[config.mk]
export PLATFORM = sky130hd
export DESIGN_NAME = tbf_framer
export DESIGN_NICKNAME = d
export VERILOG_FILES = /design/src/core/tbf_framer.v
export VERILOG_INCLUDE_DIRS = /design/src /design/src/core
export SDC_FILE = /design/constraint.sdc
export NUM_CORES = 1
export LEC_CHECK = 0
export BUFFER_PORTS_ARGS = -buffer_cell sky130_fd_sc_hd__buf_2
export CORE_MARGIN = 5
export CORE_UTILIZATION = 50
export CTS_BUF_LIST = sky130_fd_sc_hd__clkbuf_8 sky130_fd_sc_hd__clkbuf_16
export CTS_CLUSTER_SIZE = 16
export DETAILED_ROUTE_END_ITERATION = 10
export GPL_ROUTABILITY_DRIVEN = 0
export GPL_TIMING_DRIVEN = 0
export PLACE_DENSITY = 0.66
export SLEW_MARGIN = 20
export SYNTH_ARGS = -nofsm -noshare
export SYNTH_HDL_FRONTEND = slang
export SYNTH_SLANG_ARGS = --single-unit
export TNS_END_PERCENT = 20
[constraint.sdc]
create_clock -name mclk_i -period 4 [get_ports mclk_i]
set_input_delay 0.8 -clock mclk_i [delete_from_list [all_inputs] [get_ports mclk_i]]
set_output_delay 0.8 -clock mclk_i [all_outputs]
set_load 0.01 [all_outputs]
[src/core/tbf_defs.vh]
// Timing, frame and checksum constants for the Type B reader framer.
`ifndef TBF_DEFS_VH
`define TBF_DEFS_VH
`define TBF_CLK_PS 100000
`define TBF_ETU_PS 9439500
`define TBF_ETU_CYC (`TBF_ETU_PS / `TBF_CLK_PS)
`define TBF_HALF_CYC (`TBF_ETU_CYC / 2)
`define TBF_EGT_PS 19000000
`define TBF_EGT_CYC (`TBF_EGT_PS / `TBF_CLK_PS)
`define TBF_GAP_MAX (`TBF_HALF_CYC + `TBF_EGT_CYC)
`define TBF_SOF_LOW_MIN 10
`define TBF_SOF_LOW_MAX 11
`define TBF_SOF_HIGH_MIN 2
`define TBF_SOF_HIGH_MAX 3
`define TBF_TX_SOF_LOW 4'HA
`define TBF_TX_SOF_LAST 4'HB
`define TBF_TX_EOF_LAST 4'H9
`define TBF_BYTE_LAST 4'H9
`define TBF_POLL_WAIT 20'H00020
`define TBF_FWI_RST 4'H4
`define TBF_FWI_MAX 4'HE
`define TBF_CRC_INIT 16'HFFFF
`define TBF_CRC_POLY_REF 16'H8408
`define TBF_ATQB_CODE 8'H50
`define TBF_ATQB_FWI_IDX 8'H0B
`endif

[src/core/tbf_framer.v]
// Type B reader framer: transmit framing, receive decoding, CRC and response timing.
`timescale 1ns/10ps
`include "tbf_defs.vh"

module tbf_framer (
   input wire mclk_i,
   input wire rst_i,
   input wire [7:0] tx_data_i,
   input wire tx_valid_i,
   input wire tx_last_i,
   input wire tx_poll_i,
   output reg tx_ready_o,
   output reg tx_mod_o,
   output reg rf_on_o,
   output reg tx_underrun_o,
   input wire rx_sc_on_i,
   input wire rx_bit_i,
   output reg [7:0] rx_data_o,
   output reg rx_valid_o,
   input wire rx_ready_i,
   output reg rx_done_o,
   output reg rx_crc_err_o,
   output reg rx_frame_err_o,
   output reg rx_timeout_o,
   output reg rx_overrun_o,
   output reg [3:0] fwi_o
);

   localparam [3:0] S_IDLE = 4'H0;
   localparam [3:0] S_TSOF = 4'H1;
   localparam [3:0] S_TDATA = 4'H2;
   localparam [3:0] S_TEOF = 4'H3;
   localparam [3:0] S_WAIT = 4'H4;
   localparam [3:0] S_TR1 = 4'H5;
   localparam [3:0] S_RSOFL = 4'H6;
   localparam [3:0] S_RSOFH = 4'H7;
   localparam [3:0] S_RBYTE = 4'H8;
   localparam [3:0] S_RGAP = 4'H9;

   // Reflected form of the 1021 polynomial, so bytes are folded in LSB first.
   function [15:0] crc_byte;
      input [15:0] crc;
      input [7:0] data;
      integer i;
      reg [15:0] c;
      begin
         c = crc ^ {8'H00, data};
         for (i = 0; i < 8; i = i + 1) begin
            if (c[0]) begin
               c = (c >> 1) ^ `TBF_CRC_POLY_REF;
            end else begin
               c = c >> 1;
            end
         end
         crc_byte = c;
      end
   endfunction

   reg [3:0] state_reg;
   reg [6:0] etu_cnt_reg;
   reg [3:0] bit_reg;
   reg [9:0] tx_sh_reg;
   reg [1:0] tx_phase_reg;
   reg [15:0] crc_reg;
   reg [7:0] hold_reg;
   reg hold_full_reg;
   reg hold_last_reg;
   reg last_sent_reg;
   reg poll_reg;
   reg [19:0] wait_reg;
   reg [7:0] gap_reg;
   reg [7:0] rx_sh_reg;
   reg [7:0] rx_cnt_reg;
   reg atqb_reg;
   reg [3:0] fwi_cap_reg;
   reg rx_prev_reg;
   reg [7:0] spare_reg;
   reg spare_full_reg;
   reg push_reg;
   reg [7:0] push_data_reg;

   wire etu_tick = (etu_cnt_reg == `TBF_ETU_CYC - 1);
   wire mid_tick = (etu_cnt_reg == `TBF_HALF_CYC);
   wire rx_fall = rx_prev_reg & ~rx_bit_i;
   wire take = tx_valid_i & tx_ready_o;
   wire byte_end = (state_reg == S_TDATA) && etu_tick && (bit_reg == `TBF_BYTE_LAST);
   wire use_hold = byte_end && (tx_phase_reg == 2'H0) && hold_full_reg;
   wire [19:0] wait_lim = poll_reg ? `TBF_POLL_WAIT : (`TBF_POLL_WAIT << fwi_o);
   wire rx_active = (state_reg == S_TR1) || (state_reg == S_RSOFL) ||
                    (state_reg == S_RSOFH) || (state_reg == S_RBYTE) ||
                    (state_reg == S_RGAP);

   reg hold_full_next;
   always @* begin
      hold_full_next = hold_full_reg;
      if (use_hold || (state_reg == S_IDLE && hold_full_reg)) begin
         hold_full_next = 1'b0;
      end
      if (take) begin
         hold_full_next = 1'b1;
      end
   end

   // Receive side cannot stall the card, so a full two-entry buffer reports overrun.
   reg rx_valid_next;
   reg [7:0] rx_data_next;
   reg spare_full_next;
   reg [7:0] spare_next;
   reg ovf_next;
   always @* begin
      rx_valid_next = rx_valid_o;
      rx_data_next = rx_data_o;
      spare_full_next = spare_full_reg;
      spare_next = spare_reg;
      ovf_next = 1'b0;
      if (rx_valid_o && rx_ready_i) begin
         rx_valid_next = spare_full_reg;
         rx_data_next = spare_reg;
         spare_full_next = 1'b0;
      end
      if (push_reg) begin
         if (!rx_valid_next) begin
            rx_valid_next = 1'b1;
            rx_data_next = push_data_reg;
         end else if (!spare_full_next) begin
            spare_full_next = 1'b1;
            spare_next = push_data_reg;
         end else begin
            ovf_next = 1'b1;
         end
      end
   end

   always @(posedge mclk_i) begin
      if (rst_i) begin
         state_reg <= S_IDLE;
         etu_cnt_reg <= 7'H00;
         bit_reg <= 4'H0;
         tx_sh_reg <= 10'H3FF;
         tx_phase_reg <= 2'H0;
         crc_reg <= `TBF_CRC_INIT;
         hold_reg <= 8'H00;
         hold_full_reg <= 1'b0;
         hold_last_reg <= 1'b0;
         last_sent_reg <= 1'b0;
         poll_reg <= 1'b0;
         wait_reg <= 20'H00000;
         gap_reg <= 8'H00;
         rx_sh_reg <= 8'H00;
         rx_cnt_reg <= 8'H00;
         atqb_reg <= 1'b0;
         fwi_cap_reg <= `TBF_FWI_RST;
         rx_prev_reg <= 1'b1;
         spare_reg <= 8'H00;
         spare_full_reg <= 1'b0;
         push_reg <= 1'b0;
         push_data_reg <= 8'H00;
         tx_ready_o <= 1'b0;
         tx_mod_o <= 1'b0;
         rf_on_o <= 1'b0;
         tx_underrun_o <= 1'b0;
         rx_data_o <= 8'H00;
         rx_valid_o <= 1'b0;
         rx_done_o <= 1'b0;
         rx_crc_err_o <= 1'b0;
         rx_frame_err_o <= 1'b0;
         rx_timeout_o <= 1'b0;
         rx_overrun_o <= 1'b0;
         fwi_o <= `TBF_FWI_RST;
      end else begin
         rf_on_o <= 1'b1;
         rx_prev_reg <= rx_bit_i;
         hold_full_reg <= hold_full_next;
         tx_ready_o <= ~hold_full_next;
         if (take) begin
            hold_reg <= tx_data_i;
            hold_last_reg <= tx_last_i;
         end
         rx_valid_o <= rx_valid_next;
         rx_data_o <= rx_data_next;
         spare_full_reg <= spare_full_next;
         spare_reg <= spare_next;
         rx_overrun_o <= ovf_next;
         push_reg <= 1'b0;
         tx_underrun_o <= 1'b0;
         rx_done_o <= 1'b0;
         rx_crc_err_o <= 1'b0;
         rx_frame_err_o <= 1'b0;
         rx_timeout_o <= 1'b0;
         etu_cnt_reg <= etu_tick ? 7'H00 : etu_cnt_reg + 7'H01;
         case (state_reg)
            S_IDLE: begin
               tx_mod_o <= 1'b0;
               if (hold_full_reg) begin
                  state_reg <= S_TSOF;
                  etu_cnt_reg <= 7'H00;
                  bit_reg <= 4'H0;
                  poll_reg <= tx_poll_i;
                  crc_reg <= `TBF_CRC_INIT;
                  tx_sh_reg <= {1'b1, hold_reg, 1'b0};
                  crc_reg <= crc_byte(`TBF_CRC_INIT, hold_reg);
                  last_sent_reg <= hold_last_reg;
                  tx_phase_reg <= 2'H0;
               end
            end
            S_TSOF: begin
               tx_mod_o <= (bit_reg < `TBF_TX_SOF_LOW);
               if (etu_tick) begin
                  bit_reg <= bit_reg + 4'H1;
                  if (bit_reg == `TBF_TX_SOF_LAST) begin
                     state_reg <= S_TDATA;
                     bit_reg <= 4'H0;
                  end
               end
            end
            S_TDATA: begin
               tx_mod_o <= ~tx_sh_reg[0];
               if (etu_tick) begin
                  tx_sh_reg <= {1'b1, tx_sh_reg[9:1]};
                  bit_reg <= bit_reg + 4'H1;
               end
               // The next byte is chosen at the stop bit's end so no gap appears.
               if (byte_end) begin
                  bit_reg <= 4'H0;
                  if (tx_phase_reg == 2'H0 && !last_sent_reg && hold_full_reg) begin
                     tx_sh_reg <= {1'b1, hold_reg, 1'b0};
                     crc_reg <= crc_byte(crc_reg, hold_reg);
                     last_sent_reg <= hold_last_reg;
                  end else if (tx_phase_reg == 2'H0) begin
                     tx_sh_reg <= {1'b1, crc_reg[7:0], 1'b0};
                     tx_phase_reg <= 2'H1;
                     tx_underrun_o <= ~last_sent_reg;
                  end else if (tx_phase_reg == 2'H1) begin
                     tx_sh_reg <= {1'b1, crc_reg[15:8], 1'b0};
                     tx_phase_reg <= 2'H2;
                  end else begin
                     state_reg <= S_TEOF;
                  end
               end
            end
            S_TEOF: begin
               tx_mod_o <= 1'b1;
               if (etu_tick) begin
                  bit_reg <= bit_reg + 4'H1;
                  if (bit_reg == `TBF_TX_EOF_LAST) begin
                     state_reg <= S_WAIT;
                     wait_reg <= 20'H00000;
                  end
               end
            end
            S_WAIT: begin
               tx_mod_o <= 1'b0;
               if (rx_sc_on_i) begin
                  state_reg <= S_TR1;
                  crc_reg <= `TBF_CRC_INIT;
                  rx_cnt_reg <= 8'H00;
                  atqb_reg <= 1'b0;
               end else if (etu_tick) begin
                  wait_reg <= wait_reg + 20'H00001;
                  if (wait_reg + 20'H00001 >= wait_lim) begin
                     state_reg <= S_IDLE;
                     rx_timeout_o <= 1'b1;
                  end
               end
            end
            S_TR1: begin
               tx_mod_o <= 1'b0;
               if (rx_fall) begin
                  state_reg <= S_RSOFL;
                  etu_cnt_reg <= 7'H00;
                  bit_reg <= 4'H0;
               end
            end
            S_RSOFL: begin
               tx_mod_o <= 1'b0;
               if (mid_tick) begin
                  if (!rx_bit_i) begin
                     bit_reg <= bit_reg + 4'H1;
                     if (bit_reg >= `TBF_SOF_LOW_MAX) begin
                        state_reg <= S_IDLE;
                        rx_frame_err_o <= 1'b1;
                     end
                  end else if (bit_reg < `TBF_SOF_LOW_MIN) begin
                     state_reg <= S_IDLE;
                     rx_frame_err_o <= 1'b1;
                  end else begin
                     state_reg <= S_RSOFH;
                     bit_reg <= 4'H1;
                  end
               end
            end
            S_RSOFH: begin
               tx_mod_o <= 1'b0;
               if (rx_fall) begin
                  etu_cnt_reg <= 7'H00;
                  bit_reg <= 4'H0;
                  if (bit_reg >= `TBF_SOF_HIGH_MIN) begin
                     state_reg <= S_RBYTE;
                  end else begin
                     state_reg <= S_IDLE;
                     rx_frame_err_o <= 1'b1;
                  end
               end else if (mid_tick) begin
                  bit_reg <= bit_reg + 4'H1;
                  if (bit_reg >= `TBF_SOF_HIGH_MAX) begin
                     state_reg <= S_IDLE;
                     rx_frame_err_o <= 1'b1;
                  end
               end
            end
            S_RBYTE: begin
               tx_mod_o <= 1'b0;
               if (mid_tick) begin
                  bit_reg <= bit_reg + 4'H1;
                  if (bit_reg == 4'H0 && rx_bit_i) begin
                     state_reg <= S_IDLE;
                     rx_frame_err_o <= 1'b1;
                  end else if (bit_reg != 4'H0 && bit_reg != `TBF_BYTE_LAST) begin
                     rx_sh_reg <= {rx_bit_i, rx_sh_reg[7:1]};
                  end else if (bit_reg == `TBF_BYTE_LAST) begin
                     if (rx_bit_i) begin
                        state_reg <= S_RGAP;
                        gap_reg <= 8'H00;
                        push_reg <= 1'b1;
                        push_data_reg <= rx_sh_reg;
                        crc_reg <= crc_byte(crc_reg, rx_sh_reg);
                        rx_cnt_reg <= rx_cnt_reg + 8'H01;
                        if (rx_cnt_reg == 8'H00 && rx_sh_reg == `TBF_ATQB_CODE) begin
                           atqb_reg <= poll_reg;
                        end
                        if (rx_cnt_reg == `TBF_ATQB_FWI_IDX) begin
                           fwi_cap_reg <= (rx_sh_reg[7:4] > `TBF_FWI_MAX) ?
                                          `TBF_FWI_MAX : rx_sh_reg[7:4];
                        end
                     end else if (rx_sh_reg == 8'H00) begin
                        // Ten low ETUs: end-of-frame.
                        state_reg <= S_IDLE;
                        rx_done_o <= 1'b1;
                        if (crc_reg != 16'H0000 || rx_cnt_reg < 8'H02) begin
                           rx_crc_err_o <= 1'b1;
                        end else if (atqb_reg && rx_cnt_reg > `TBF_ATQB_FWI_IDX) begin
                           fwi_o <= fwi_cap_reg;
                        end
                     end else begin
                        state_reg <= S_IDLE;
                        rx_frame_err_o <= 1'b1;
                     end
                  end
               end
            end
            S_RGAP: begin
               tx_mod_o <= 1'b0;
               gap_reg <= gap_reg + 8'H01;
               if (rx_fall) begin
                  state_reg <= S_RBYTE;
                  etu_cnt_reg <= 7'H00;
                  bit_reg <= 4'H0;
               end else if (gap_reg >= `TBF_GAP_MAX) begin
                  state_reg <= S_IDLE;
                  rx_frame_err_o <= 1'b1;
               end
            end
            default: begin
               state_reg <= S_IDLE;
               tx_mod_o <= 1'b0;
            end
         endcase
         // A subcarrier lost mid-answer ends the frame as broken.
         if (rx_active && !rx_sc_on_i) begin
            state_reg <= S_IDLE;
            rx_frame_err_o <= 1'b1;
         end
      end
   end

endmodule // tbf_framer

* Word level (Yosys, flattened, before mapping)
Index checks and enable logic that the tools add are counted.
Storage, ports and cells: flip-flop bits (word level) 145, input bits 16, logic and storage cells 463
Operators by class: add/subtract/negate cells 5, order comparisons 10, equal/unequal tests 49, shift-type cells 1, mux-type cells 257, bitwise logic cells 48, reduce and logical (&&, ||, !) cells 59
Operators with widths (count):
- $mux 16 | 131
- $mux 4 | 39
- $mux 8 | 14
- $mux 20 | 5
- $not 2->3 | 24
- $pmux 16 s4 | 1
- $mux 10 | 6
- $mux 1 | 40
- $pmux 20 s2 | 1
- $pmux 4 s10 | 1
- $ne 2x2->1 const B | 18
- $pmux 4 s8 | 1
- $pmux 8 s2 | 2
- $xor 16x8->16 | 2
- $mux 7 | 3
- $add 20x1->20 const B | 1
- $ge 20x20->1 | 1
- $pmux 10 s2 | 1
- $reduce_and 20->1 | 1
- $shl 6x4->20 const A | 1
- $not 1->1 | 19
- $reduce_and 6->1 | 3
- $add 8x1->8 const B | 2
- $eq 4x3->1 const B | 4
- other kinds (56) | 108

* Logic depth before layout (Yosys ltp)
Gate-level depths: netlist of run 1.
depth in word-level cells 72, gate-level depth with buffers 12, depth with buffers taken out 12

* Worst setup path after synthesis of run 1
No wires, ideal clock.
path kind reg-to-reg, from reg wait_reg[7], to reg state_reg[1], arrival 2.777 ns, data required time 3.865 ns, slack 1.088 ns, stages on the path, launching flop included 13, clock period less this slack 2.912 ns, path through dfxtp_1 -> clkbuf_1 -> nand4_1 -> nor4b_2 -> nand3_1 -> xnor2_1 -> ha_1 -> and4_1 -> nor3b_1 -> a22oi_1 -> and3_1 -> o311ai_0 -> o41ai_1
Between the ends: longest elaborated chain between the ends 4
Ends and longest elaborated chain:
- start: declaration | RTL line tbf_framer.v:70 | reg [19:0] wait_reg;
- start signal: assignment | RTL line tbf_framer.v:259 | wait_reg <= wait_reg + 20'H00001;
- $add 20x1->20 | RTL line tbf_framer.v:260 | if (wait_reg + 20'H00001 >= wait_lim) begin
- $ge 20x20->1 | RTL line tbf_framer.v:260
- $ne 3x3->1 (no line)
- $reduce_and 20->1 (no line)
- end signal: assignment | RTL line tbf_framer.v:254 | state_reg <= S_TR1;
- end signal: assignment | RTL line tbf_framer.v:261 | state_reg <= S_IDLE;
- end signal: assignment | RTL line tbf_framer.v:269 | state_reg <= S_RSOFL;
- end: declaration | RTL line tbf_framer.v:59 | reg [3:0] state_reg;
Every way passes these cells. A chain may end at the register's enable or synchronous reset.

* Worst setup path in the final report of run 1
Same ends and word-level chain as after synthesis.

==> results of run 1 <==
==> power by group <==
group / total [mW] / switching (mW) / internal (mW)
sequential: 1.68 / 0.122 / 1.56
combinational: 1.52 / 0.935 / 0.583
clock: 1.63 / 0.725 / 0.910
==> layout make-up <==
class	instances	area (µm²)	area share (%)
buffer	83	332.8	3.454
tap	220	275.3	2.857
clock buffer	18	439.2	4.558
clock inverter	14	160.2	1.662
sequential	145	2903	30.13
multi-input combinational	839	5288	54.88
inverter	14	52.55	0.5454
timing repair buffer	37	185.2	1.922
==> layout by cell type (no fill, tap or decap), types with 8 or more instances in the layout <==
cell	Yosys	final
a211o_1	8	8
a211oi_1	23	23
a21oi_1	77	77
a22oi_1	13	13
a311oi_1	9	9
and3_1	14	14
buf_2	11	48
clkbuf_1	64	64
clkbuf_16	0	17
dfxtp_1	145	145
ha_1	26	26
inv_1	14	14
mux2i_1	48	48
nand2_1	99	99
nand2b_1	9	9
nand3_1	48	48
nand4_1	15	15
nor2_1	142	142
nor2b_1	15	15
nor3_1	23	23
nor3b_1	9	9
nor4_1	10	10
o211ai_1	12	12
o21ai_0	48	48
o22ai_1	15	15
xnor2_1	41	41
xor2_1	42	42
==> worst max-delay path, stage by stage (launching register included) <==
cell	delay [ps]
dfxtp_1	310
clkbuf_1	240
nand4_1	190
nor4b_2	720
nand3_1	190
xnor2_1	190
ha_1	320
and4_1	250
nor3b_1	200
a22oi_1	100
nand3_1	240
nand3_1	160
o41ai_1	340
==> final timing paths <==
path                          to  slack, ps
hold reg to reg   etu_cnt_reg[0]        460
hold / removal    etu_cnt_reg[0]        460
setup / recovery    state_reg[1]        440
setup reg to reg    state_reg[1]        440
==> stage by stage <==
| step | util (%) | hold WS [ps] | total power, mW | std cells | instance area, µm² |
|---|---|---|---|---|---|
| floorplan | - | 431.7 | 2.807 | 1081 | 8567 |
| global placement | 54.05 | 441.7 | 3.156 | 1338 | 9027 |
| detailed placement | 54.05 | 450.0 | 3.166 | 1338 | 9027 |
| CTS | 57.64 | 467.3 | 4.815 | 1370 | 9627 |
| global route | 57.69 | 486.0 | 5.088 | 1370 | 9635 |
| finish | 57.69 | 462.8 | 4.833 | 1370 | 9635 |
==> logic make-up (layout without fill, tap and decap cells) <==
group,Yosys count,in the layout,share of synthesized area (%)
DFF,145,145,33.88
buffers and inverters,97,166,4.498
AOI/OAI and AO/OA,256,256,19.16
and+or+nand+nor,425,425,24.30
muxes,48,48,5.608
xor gates and xnor gates,84,84,8.748
adders and majority gates,26,26,3.797
==> routing by layer <==
layer / part of all wire (%) / wire length [µm]
met1: 45 / 11100
met2: 46 / 11170
met3: 5.7 / 1405
met4: 3.2 / 776
met5: 0 / 0
==> summary.md, run 1 <==
| Metric | Value |
|---|---|
| Post-synthesis area per instance | 7.925 µm² |
| Synth Flop Type | dfxtp_1 |
| Critical Path Sink Type | flip-flop |
| First DRT Iteration DRCs | 844 |
| Worst slew pin tran | 1106 ps |
| Largest net degree at the start of global routing | 17 |
| Drt total wl | 24450 µm |
| Crit path required time | 4330 ps |
| Share of post-route cells with drive strength above 1 | 8.000% |
| Sequential area share after synthesis | 33.88% |
| HP Class | reg2reg |
| LEAKAGE | 3.687 nW |
| CTS tree | done |
| Area grow syn2layout | 12.47% |
| DIE HEIGHT | 140.9 µm |
| Post-route clock skew | 10.65 ps |
| Drt first pass iters | 6 |
| Grt met2 use | 39.14% |
| Post-Syn Nets | 1123 |
| Synth async-reset ratio | 0% |
| GR peak layer | met2 |
| Ratio of final minimum period to clock period | 88.92% |
| Gr usage total | 24.78% |
| Yosys warns | 0 |
| Fmax | 0.2811 GHz |
| WHS Path Cells | 1 |
| FILL cells | 1606 |
| N_diodes | 0 |
| Die area | 19850 µm² |
| Fin nets | 1179 |
| Mapped Cells | 1081 |
| Vias in the first global route | 7655 |
| Most frequent cell after synthesis | dfxtp_1 |
| Critical Path Start Type | flip-flop |
| Slew Limit Fails | 0 |
| Worst Setup SP | wait_reg[7] |
| RSZ-0062 raised after global routing | no |
| Maximum vdd ir drop | 0.3208 mV |
| Pwr/cell area | 501.6 nW/µm² |
| Worst R2R Start | wait_reg[7] |
| Routed Antenna Nets | 0 |
| Number of flip-flops in the largest register | 20 |
| Synth top area cells | dfxtp_1 34%, nor2_1 6.2%, mux2i_1 5.6% |
| Final HPWL DP | 17390 µm |
| Setup WS pre-CTS | 439.6 ps |
| Bufs on Longest Clock Path | 2 |
| First-pass GRT wire length | 39890 µm |
| H-tree levels | 4 |
| Final Setup Violations | 0 |
| Hold Fails Final Rpt | 0 |
| Global Route met3 Usage | 5.892% |
| Final min period | 3557 ps |
| Relative slew margins | 25.73% |
| Clock slew at reported path FFs | 60 ps |
| # Max-Cap Violations | 0 |
| CTS sink cnt | 145 |
| Grt total ovfl | 0 |
| Worst setup path class | reg2reg |
| Cell Area, Synth | 8567 µm² |
| Initial antenna violation count | 0 |
| Drt drc | 0 |
| Core Area | 16700 µm² |
| Worst Path Max Fanout | 7 |
| Clock tree root driver cell | clkbuf_16 |
| Arr. time, crit path | 3880 ps |
| Vias per cell | 5.927 |
| I/O Pins | 38 |
| Hold-fix buffers, CTS | 0 |
| Seq cells post-synth | 145 |
| Post CTS Setup Buffer Count | 0 |
| Hold_sp | etu_cnt_reg[0] |
| Post-CTS sizing | 0 |
| Final WS setup | 443.1 ps |
| Post-synth top area share | 33.88% |
| Status | complete, no violations |
| Met1 Usage GRT | 32.91% |
| EDFF count, synth | 0 |
| Rows | 47 |
| Die width | 140.9 µm |
| Initial Util | 51.30% |
| Total negative setup slack | 0 ps |
| DR WL/cell | 17.85 µm |
| Num CTS Buffers | 17 |
| Most instantiated cells after synthesis | 145 x dfxtp_1, 142 x nor2_1, 99 x nand2_1 |
| Via count | 8120 |
| Post-synth cell types | 68 |
| Area leader, netlist | dfxtp_1 |
| Clock Latency Late Sink | 430 ps |
| R2r worst-path depth | 12 |
| Port Buf Inserts | 37 |
No activity file was read; power rests on OpenSTA's default activity.
==> run 2: changes to the inputs <==
--- a/config.mk
+++ b/config.mk
@@ -14,7 +14,7 @@
 export DETAILED_ROUTE_END_ITERATION = 10
 export GPL_ROUTABILITY_DRIVEN = 0
 export GPL_TIMING_DRIVEN = 0
-export PLACE_DENSITY = 0.66
+export PLACE_DENSITY = 0.68
 export SLEW_MARGIN = 20
 export SYNTH_ARGS = -nofsm -noshare
 export SYNTH_HDL_FRONTEND = slang
==> constraint.sdc (replaced) <==
create_clock -name mclk_i -period 3.1 [get_ports mclk_i]
set_input_delay 0 -clock mclk_i [delete_from_list [all_inputs] [get_ports mclk_i]]
set_output_delay 0 -clock mclk_i [all_outputs]
set_load 0.01 [all_outputs]
==> run 2 against run 1 <==
Maximum frequency rose by 18%; clock skew increased by 1.1 ps; combinational power increased by 32%; sequential power grew 29%; flip-flop and latch count unchanged; setup slack got worse by 350 ps; routed wire length increased by 1.4%; utilization rose by 1.3 points; largest cell class unchanged; highest routed layer unchanged.
==> summary.md, run 2 (synthesis results as in run 1) <==
| Metric | Value |
|---|---|
| CP max stage delay | 410 ps (-310 ps) |
| Final Setup Violations | 0 (unchanged) |
| CP max stage cell | dfxtp_1 |
| Grt total ovfl | 0 (unchanged) |
| Hold_ws | 111.5 ps (-351.3 ps) |
| Clock Latency Late Sink | 440 ps (about the same) |
| Maximum vdd ir drop | 0.4478 mV (+40%) |
| Num CTS Buffers | 17 (unchanged) |
| Slew Limit Fails | 0 (unchanged) |
| Die width | 140.9 µm (unchanged) |
| Relative slew margins | 34.02% (+8.3 points) |
| Drt drc | 0 (unchanged) |
| Post-route clock skew | 11.76 ps (+1.105 ps) |
| Worst R2R Setup Slack | 90 ps (-350 ps) |
| Worst Path Max Fanout | 6 (-1) |
| Initial Util | 51.30% (unchanged) |
| Drt total wl | 24800 µm (+1.4%) |
| Final HPWL DP | 17450 µm (+0.30%) |
| Clock tree root driver cell | clkbuf_16 |
| Critical path buffers and inverters | 0 (-1) |
| LEAKAGE | 3.791 nW (+2.8%) |
| Final min period | 3009 ps (-548.2 ps) |
| CTS sink cnt | 145 (unchanged) |
| Core Area | 16700 µm² (unchanged) |
| CTS tree | done |
| R2r worst-path depth | 11 (-1) |
| DR WL/cell | 17.89 µm (+0.23%) |
| Switching pwr | 2.301 mW (+29%) |
| P_int | 3.856 mW (+26%) |
| Largest net degree at the start of global routing | 17 (unchanged) |
| # Max-Cap Violations | 0 (unchanged) |
| DIE HEIGHT | 140.9 µm (unchanged) |
| Fmax | 0.3324 GHz (+18%) |
| Final instance area | 9853 µm² (+2.3%) |
| Crit path required time | 3420 ps (-910 ps) |
| N_diodes | 0 (unchanged) |
| Most frequent cells in the layout | 142 x nor2_1, 140 x dfxtp_1, 98 x nand2_1 |
| Critical Path Start Type | flip-flop |
| Dpl cells | 1338 (unchanged) |
| I/O Pins | 38 (unchanged) |
| Setup WS pre-CTS | -438.6 ps (-878.2 ps) |
| Initial antenna violation count | 0 (unchanged) |
| Routed Antenna Nets | 0 (unchanged) |
| Clock slew at reported path FFs | 60 ps (about the same) |
| Status | complete, no violations |
| Worst setup path class | reg2reg |
| Number of flip-flops in the largest register | 20 (unchanged) |
| RSZ-0062 raised after global routing | yes |
| Worst R2R Start | wait_reg[2] |
| Pwr/cell area | 624.8 nW/µm² (+25%) |
| Worst-path cell chain | and4_1 -> nand4_1 -> nor2_1 -> xor2_1 -> ha_1 -> a21o_1 -> a211o_1 -> o2111ai_2 -> nand3_2 -> a31o_2 -> o211a_1 |
| Hold Fails Final Rpt | 0 (unchanged) |
| Total power | 6.157 mW (+27%) |
| Drt first pass iters | 5 (-1) |
| Sw Ratio | 37.37% (+0.51 points) |
| Arr. time, crit path | 3330 ps (-550 ps) |
| Vias in the first global route | 7690 (+0.46%) |
| Hold EP | wait_reg[3] |
| Hold_sp | rst_i |
| WHS Path Cells | 4 (+3) |
| Clock power frac | 32.4% (-1.4 points) |
| Final Non-Filler Cells | 1386 (+1.2%) |
| Critical Path Sink Type | flip-flop |
| Comb pwr share | 32.4% (+1.0 points) |
| Area grow syn2layout | 15.01% |
| Share of post-route cells with drive strength above 1 | 9.863% (+1.9 points) |
| Total negative setup slack | 0 ps (unchanged) |
| Final WS setup | 91.28 ps (-351.8 ps) |
| Fin util | 59.00% (+1.3 points) |
| First DRT Iteration DRCs | 889 (+5.3%) |
| Worst slew pin tran | 987.1 ps (-118.4 ps) |
| Rows | 47 (unchanged) |
| Leading cell type in the layout, fill and taps excluded | nor2_1 |
| Via count | 8332 (+2.6%) |
| HP Class | in2reg |
| Ratio of final minimum period to clock period | 97.06% (+8.1 points) |
| Vias per cell | 6.012 (+1.4%) |
| Placed instance area | 9036 µm² (about the same) |
| Port Buf Inserts | 37 (unchanged) |
| Fin nets | 1195 (+1.4%) |
| Die area | 19850 µm² (unchanged) |
| Bufs on Longest Clock Path | 2 (unchanged) |
| Flop pwr share | 35.2% (+0.4 points) |
| Delay-heaviest family, CP | compound AO/OA/AOI/OAI gates |
| Gr usage total | 24.72% (-0.059 points) |
| H-tree levels | 4 (unchanged) |
| First-pass GRT wire length | 39900 µm (about the same) |
| FF-to-FF End | state_reg[3] |
## run 2: cell count changes in the layout (fill, tap and decap cells not counted), sizes merged
cell         before  now
dlygate4sd3       0   13
buf              56   61
clkinv            2    5
inv              25   22
clkbuf           82   80
bufinv            1    0
clkinvlp          0    1
## run 2: area by class of cell
type	instances	area (µm²)
fill	1583	6848
buffer	81	325.3
inverter	14	52.55
clock buffer	18	439.2
timing repair buffer	55	352.8
clock inverter	14	122.6
tap	220	275.3
multi-input combinational	839	5376
sequential	145	2909
## run 2: worst register-to-register path, delay by kind of cell (launching register included)
kind,cells,cell delay [ps]
AOI/OAI and AO/OA,5,1150
and+or+nand+nor,4,850
DFF,1,410
adders and majority gates,1,270
xor gates and xnor gates,1,210
## run 2: routing by layer
layer / up-vias / track usage (%) / wire (µm)
met5: - / 0 / 0
met4: 0 / 8.771 / 784
met3: 70 / 5.588 / 1833
met2: 364 / 39.77 / 11460
met1: 3883 / 32.71 / 10720
li1: 4015 / - / -
## run 2: worst max-delay path by stage
stage           startpoint            to  slack [ps]  cells after the start
2_1_floorplan  wait_reg[7]  state_reg[1]         190                     12
3_3_place_gp   wait_reg[7]  state_reg[1]        -430                     12
3_5_place_dp   wait_reg[7]  state_reg[1]        -440                     12
4_1_cts        wait_reg[9]  state_reg[1]          10                     12
5_1_grt        wait_reg[7]  state_reg[1]         -70                     12
6_report       wait_reg[2]  state_reg[3]          90                     11
## run 2: repair_timing
item / in CTS / in global routing
hold buffers: 13 / 0
pin swaps: 3 / 1
hold endpoints to repair: 14 / 0
buffers inserted: 5 / 0
gates resized for setup: 14 / 11
setup endpoints to repair: 4 / 28
## run 2: power by group through the flow
stage                     sequential (mW)  clock [mW]  combinational, mW
after floorplan                      2.15           0               1.47
after global placement               2.20           0               1.87
after detailed placement             2.20           0               1.90
after CTS                            2.16        2.01               1.93
after global routing                 2.18        2.10               2.18
final                                2.17        1.99               2.00
==> run 3: changes to the inputs <==
--- a/config.mk
+++ b/config.mk
@@ -15,6 +15,7 @@
 export GPL_ROUTABILITY_DRIVEN = 0
 export GPL_TIMING_DRIVEN = 0
 export PLACE_DENSITY = 0.68
+export RECOVER_POWER = 100
 export SLEW_MARGIN = 20
 export SYNTH_ARGS = -nofsm -noshare
 export SYNTH_HDL_FRONTEND = slang
==> run 3 against run 2 <==
Flip-flop and latch count unchanged; die area did not move; cell count is the same; design area fell by 0.34%; sequential share of layout area grew 0.10 points; via count rose by 0.20%; largest cell class unchanged; utilization fell by 0.20 points; clock skew down 2.2 ps; hold slack improved by 36 ps; global-route usage stayed put; critical path type unchanged.
==> summary.md, run 3 (synthesis results as in run 1) <==
| Metric | Value |
|---|---|
| Status | complete, no violations |
| Final min period | 3007 ps (-1.796 ps) |
| Worst R2R Start | wait_reg[2] |
| Num CTS Buffers | 17 (unchanged) |
| LEAKAGE | 3.690 nW (-2.7%) |
| Relative slew margins | 34.22% (+0.20 points) |
| DIE HEIGHT | 140.9 µm (unchanged) |
| GR peak layer | met2 |
| DR WL/cell | 17.93 µm (+0.23%) |
| Worst R2R Setup Slack | 90 ps (about the same) |
| Fmax | 0.3326 GHz (about the same) |
| Worst setup path class | reg2reg |
| Core Area | 16700 µm² (unchanged) |
| Largest net degree at the start of global routing | 17 (unchanged) |
| Met1 Usage GRT | 32.71% (unchanged) |
| First DRT Iteration DRCs | 973 (+9.4%) |
| Die width | 140.9 µm (unchanged) |
| Clock Latency Late Sink | 430 ps (about the same) |
| Share of post-route cells with drive strength above 1 | 7.547% (-2.3 points) |
| Slew Limit Fails | 0 (unchanged) |
| Grt total ovfl | 0 (unchanged) |
| Number of flip-flops in the largest register | 20 (unchanged) |
| Pwr/cell area | 627.1 nW/µm² (+0.36%) |
| FILL cells | 1596 (+0.82%) |
| First-pass GRT wire length | 39900 µm (unchanged) |
| Global Route met3 Usage | 5.588% (unchanged) |
| Bufs on Longest Clock Path | 2 (unchanged) |
| FF-to-FF End | state_reg[3] |
| Worst slew pin tran | 984.1 ps (-2.974 ps) |
| Total negative setup slack | 0 ps (unchanged) |
| Critical Path Start Type | flip-flop |
| Vias in the first global route | 7690 (unchanged) |
| Port Buf Inserts | 37 (unchanged) |
| Vias per cell | 6.024 (+0.20%) |
| Gr usage total | 24.72% (unchanged) |
| CP max stage cell | dfxtp_1 |
| Final Non-Filler Cells | 1386 (unchanged) |
| CTS sink cnt | 145 (unchanged) |
| Drt total wl | 24850 µm (+0.23%) |
| H-tree levels | 4 (unchanged) |
| R2r worst-path depth | 11 (unchanged) |
| Ratio of final minimum period to clock period | 97.00% (about the same) |
| # Max-Cap Violations | 0 (unchanged) |
| Clock tree root driver cell | clkbuf_16 |
| Total power | 6.157 mW (about the same) |
| Via count | 8349 (+0.20%) |
| Most frequent cells in the layout | 142 x nor2_1, 140 x dfxtp_1, 98 x nand2_1 |
| RSZ-0062 raised after global routing | yes |
| Hold_ws | 147.8 ps (+36.33 ps) |
| Leading cell type in the layout, fill and taps excluded | nor2_1 |
| Routed Antenna Nets | 0 (unchanged) |
| I/O Pins | 38 (unchanged) |
| Fin nets | 1195 (unchanged) |
| Initial Util | 51.30% (unchanged) |
| Worst Path Max Fanout | 6 (unchanged) |
| Maximum vdd ir drop | 0.4493 mV (+0.34%) |
| Hold Fails Final Rpt | 0 (unchanged) |
| N_diodes | 0 (unchanged) |
| Post-route clock skew | 9.579 ps (-2.180 ps) |
| Worst-path cell chain | and4_1 -> nand4_1 -> nor2_1 -> xor2_1 -> ha_1 -> a21o_1 -> a211o_1 -> o2111ai_2 -> nand3_2 -> a31o_2 -> o211a_1 |
| Drt drc | 0 (unchanged) |
| Final HPWL DP | 17450 µm (unchanged) |
| Die area | 19850 µm² (unchanged) |
| Critical Path Sink Type | flip-flop |
| Drt first pass iters | 5 (unchanged) |
| Final Setup Violations | 0 (unchanged) |
| CP max stage delay | 410 ps (about the same) |
| Initial antenna violation count | 0 (unchanged) |
| Worst Setup SP | wait_reg[2] |
| Area grow syn2layout | 14.62% |
| Grt met2 use | 39.77% (unchanged) |
| HP Class | in2reg |
| Clock slew at reported path FFs | 60 ps (about the same) |
| Crit path required time | 3420 ps (about the same) |
| Rows | 47 (unchanged) |
| CTS tree | done |
| Crit path to | state_reg[3] |
| Dpl cells | 1338 (unchanged) |
| Arr. time, crit path | 3330 ps (about the same) |
[run 3: worst max-delay path, delay by kind of cell (launching register included)]
| family | cells | cell delay, ps |
|---|---|---|
| AOI/OAI and AO/OA | 5 | 1150 |
| xor gates and xnor gates | 1 | 210 |
| adders and majority gates | 1 | 270 |
| DFF | 1 | 410 |
| and+or+nand+nor | 4 | 850 |
[run 3: where the power goes]
part	total [mW]	switching (mW)	internal (mW)
Sequential	2.17	0.159	2.01
Combinational	1.99	1.23	0.766
Clock	1.99	0.921	1.07
[run 3: metrics by stage]
stage / instance area, µm² / worst slack, ps / utilization [%]
2_1_floorplan: 8567 / 188.4 / -
3_3_place_gp: 9027 / -434.1 / 54.05
3_5_place_dp: 9036 / -438.6 / 54.11
4_1_cts: 9807 / 10.59 / 58.72
5_1_grt: 9819 / -70.87 / 58.80
6_report: 9819 / 93.08 / 58.80
[run 3: repair_timing]
action | 4_1_cts | 5_1_grt
hold buffers | 13 | 0
pin swaps | 3 | 1
setup endpoints to repair | 4 | 28
hold endpoints to repair | 14 | 0
buffers inserted | 5 | 0
gates resized for setup | 14 | 11
[run 3: cell type report]
class	instances	area (µm²)	area share, %
Buffer	81	322.8	3.287
Clock buffer	18	439.2	4.472
Clock inverter	14	122.6	1.249
Inverter	14	52.55	0.5352
Multi-Input combinational cell	839	5376	54.75
Sequential cell	145	2909	29.63
Tap cell	220	275.3	2.803
Timing Repair Buffer	55	321.6	3.275
[run 3: how the worst min path moves through the flow]
stage | endpoint | slack, ps | startpoint | depth (start not counted)
final | rx_cnt_reg[3] | 150 | rx_sc_on_i | 4
after global routing | rx_cnt_reg[3] | 190 | rx_sc_on_i | 4
after CTS | wait_reg[3] | 100 | rst_i | 4
after detailed placement | hold_reg[6] | 250 | tx_data_i[6] | 3
after global placement | hold_reg[5] | 240 | tx_data_i[5] | 3
after floorplan | hold_last_reg | 140 | tx_last_i | 2
[run 3: layer usage]
layer,wire length [µm],part of all wire (%)
met2,11410,46
met5,0,0
met4,781,3.1
met1,10970,44
met3,1687,6.8
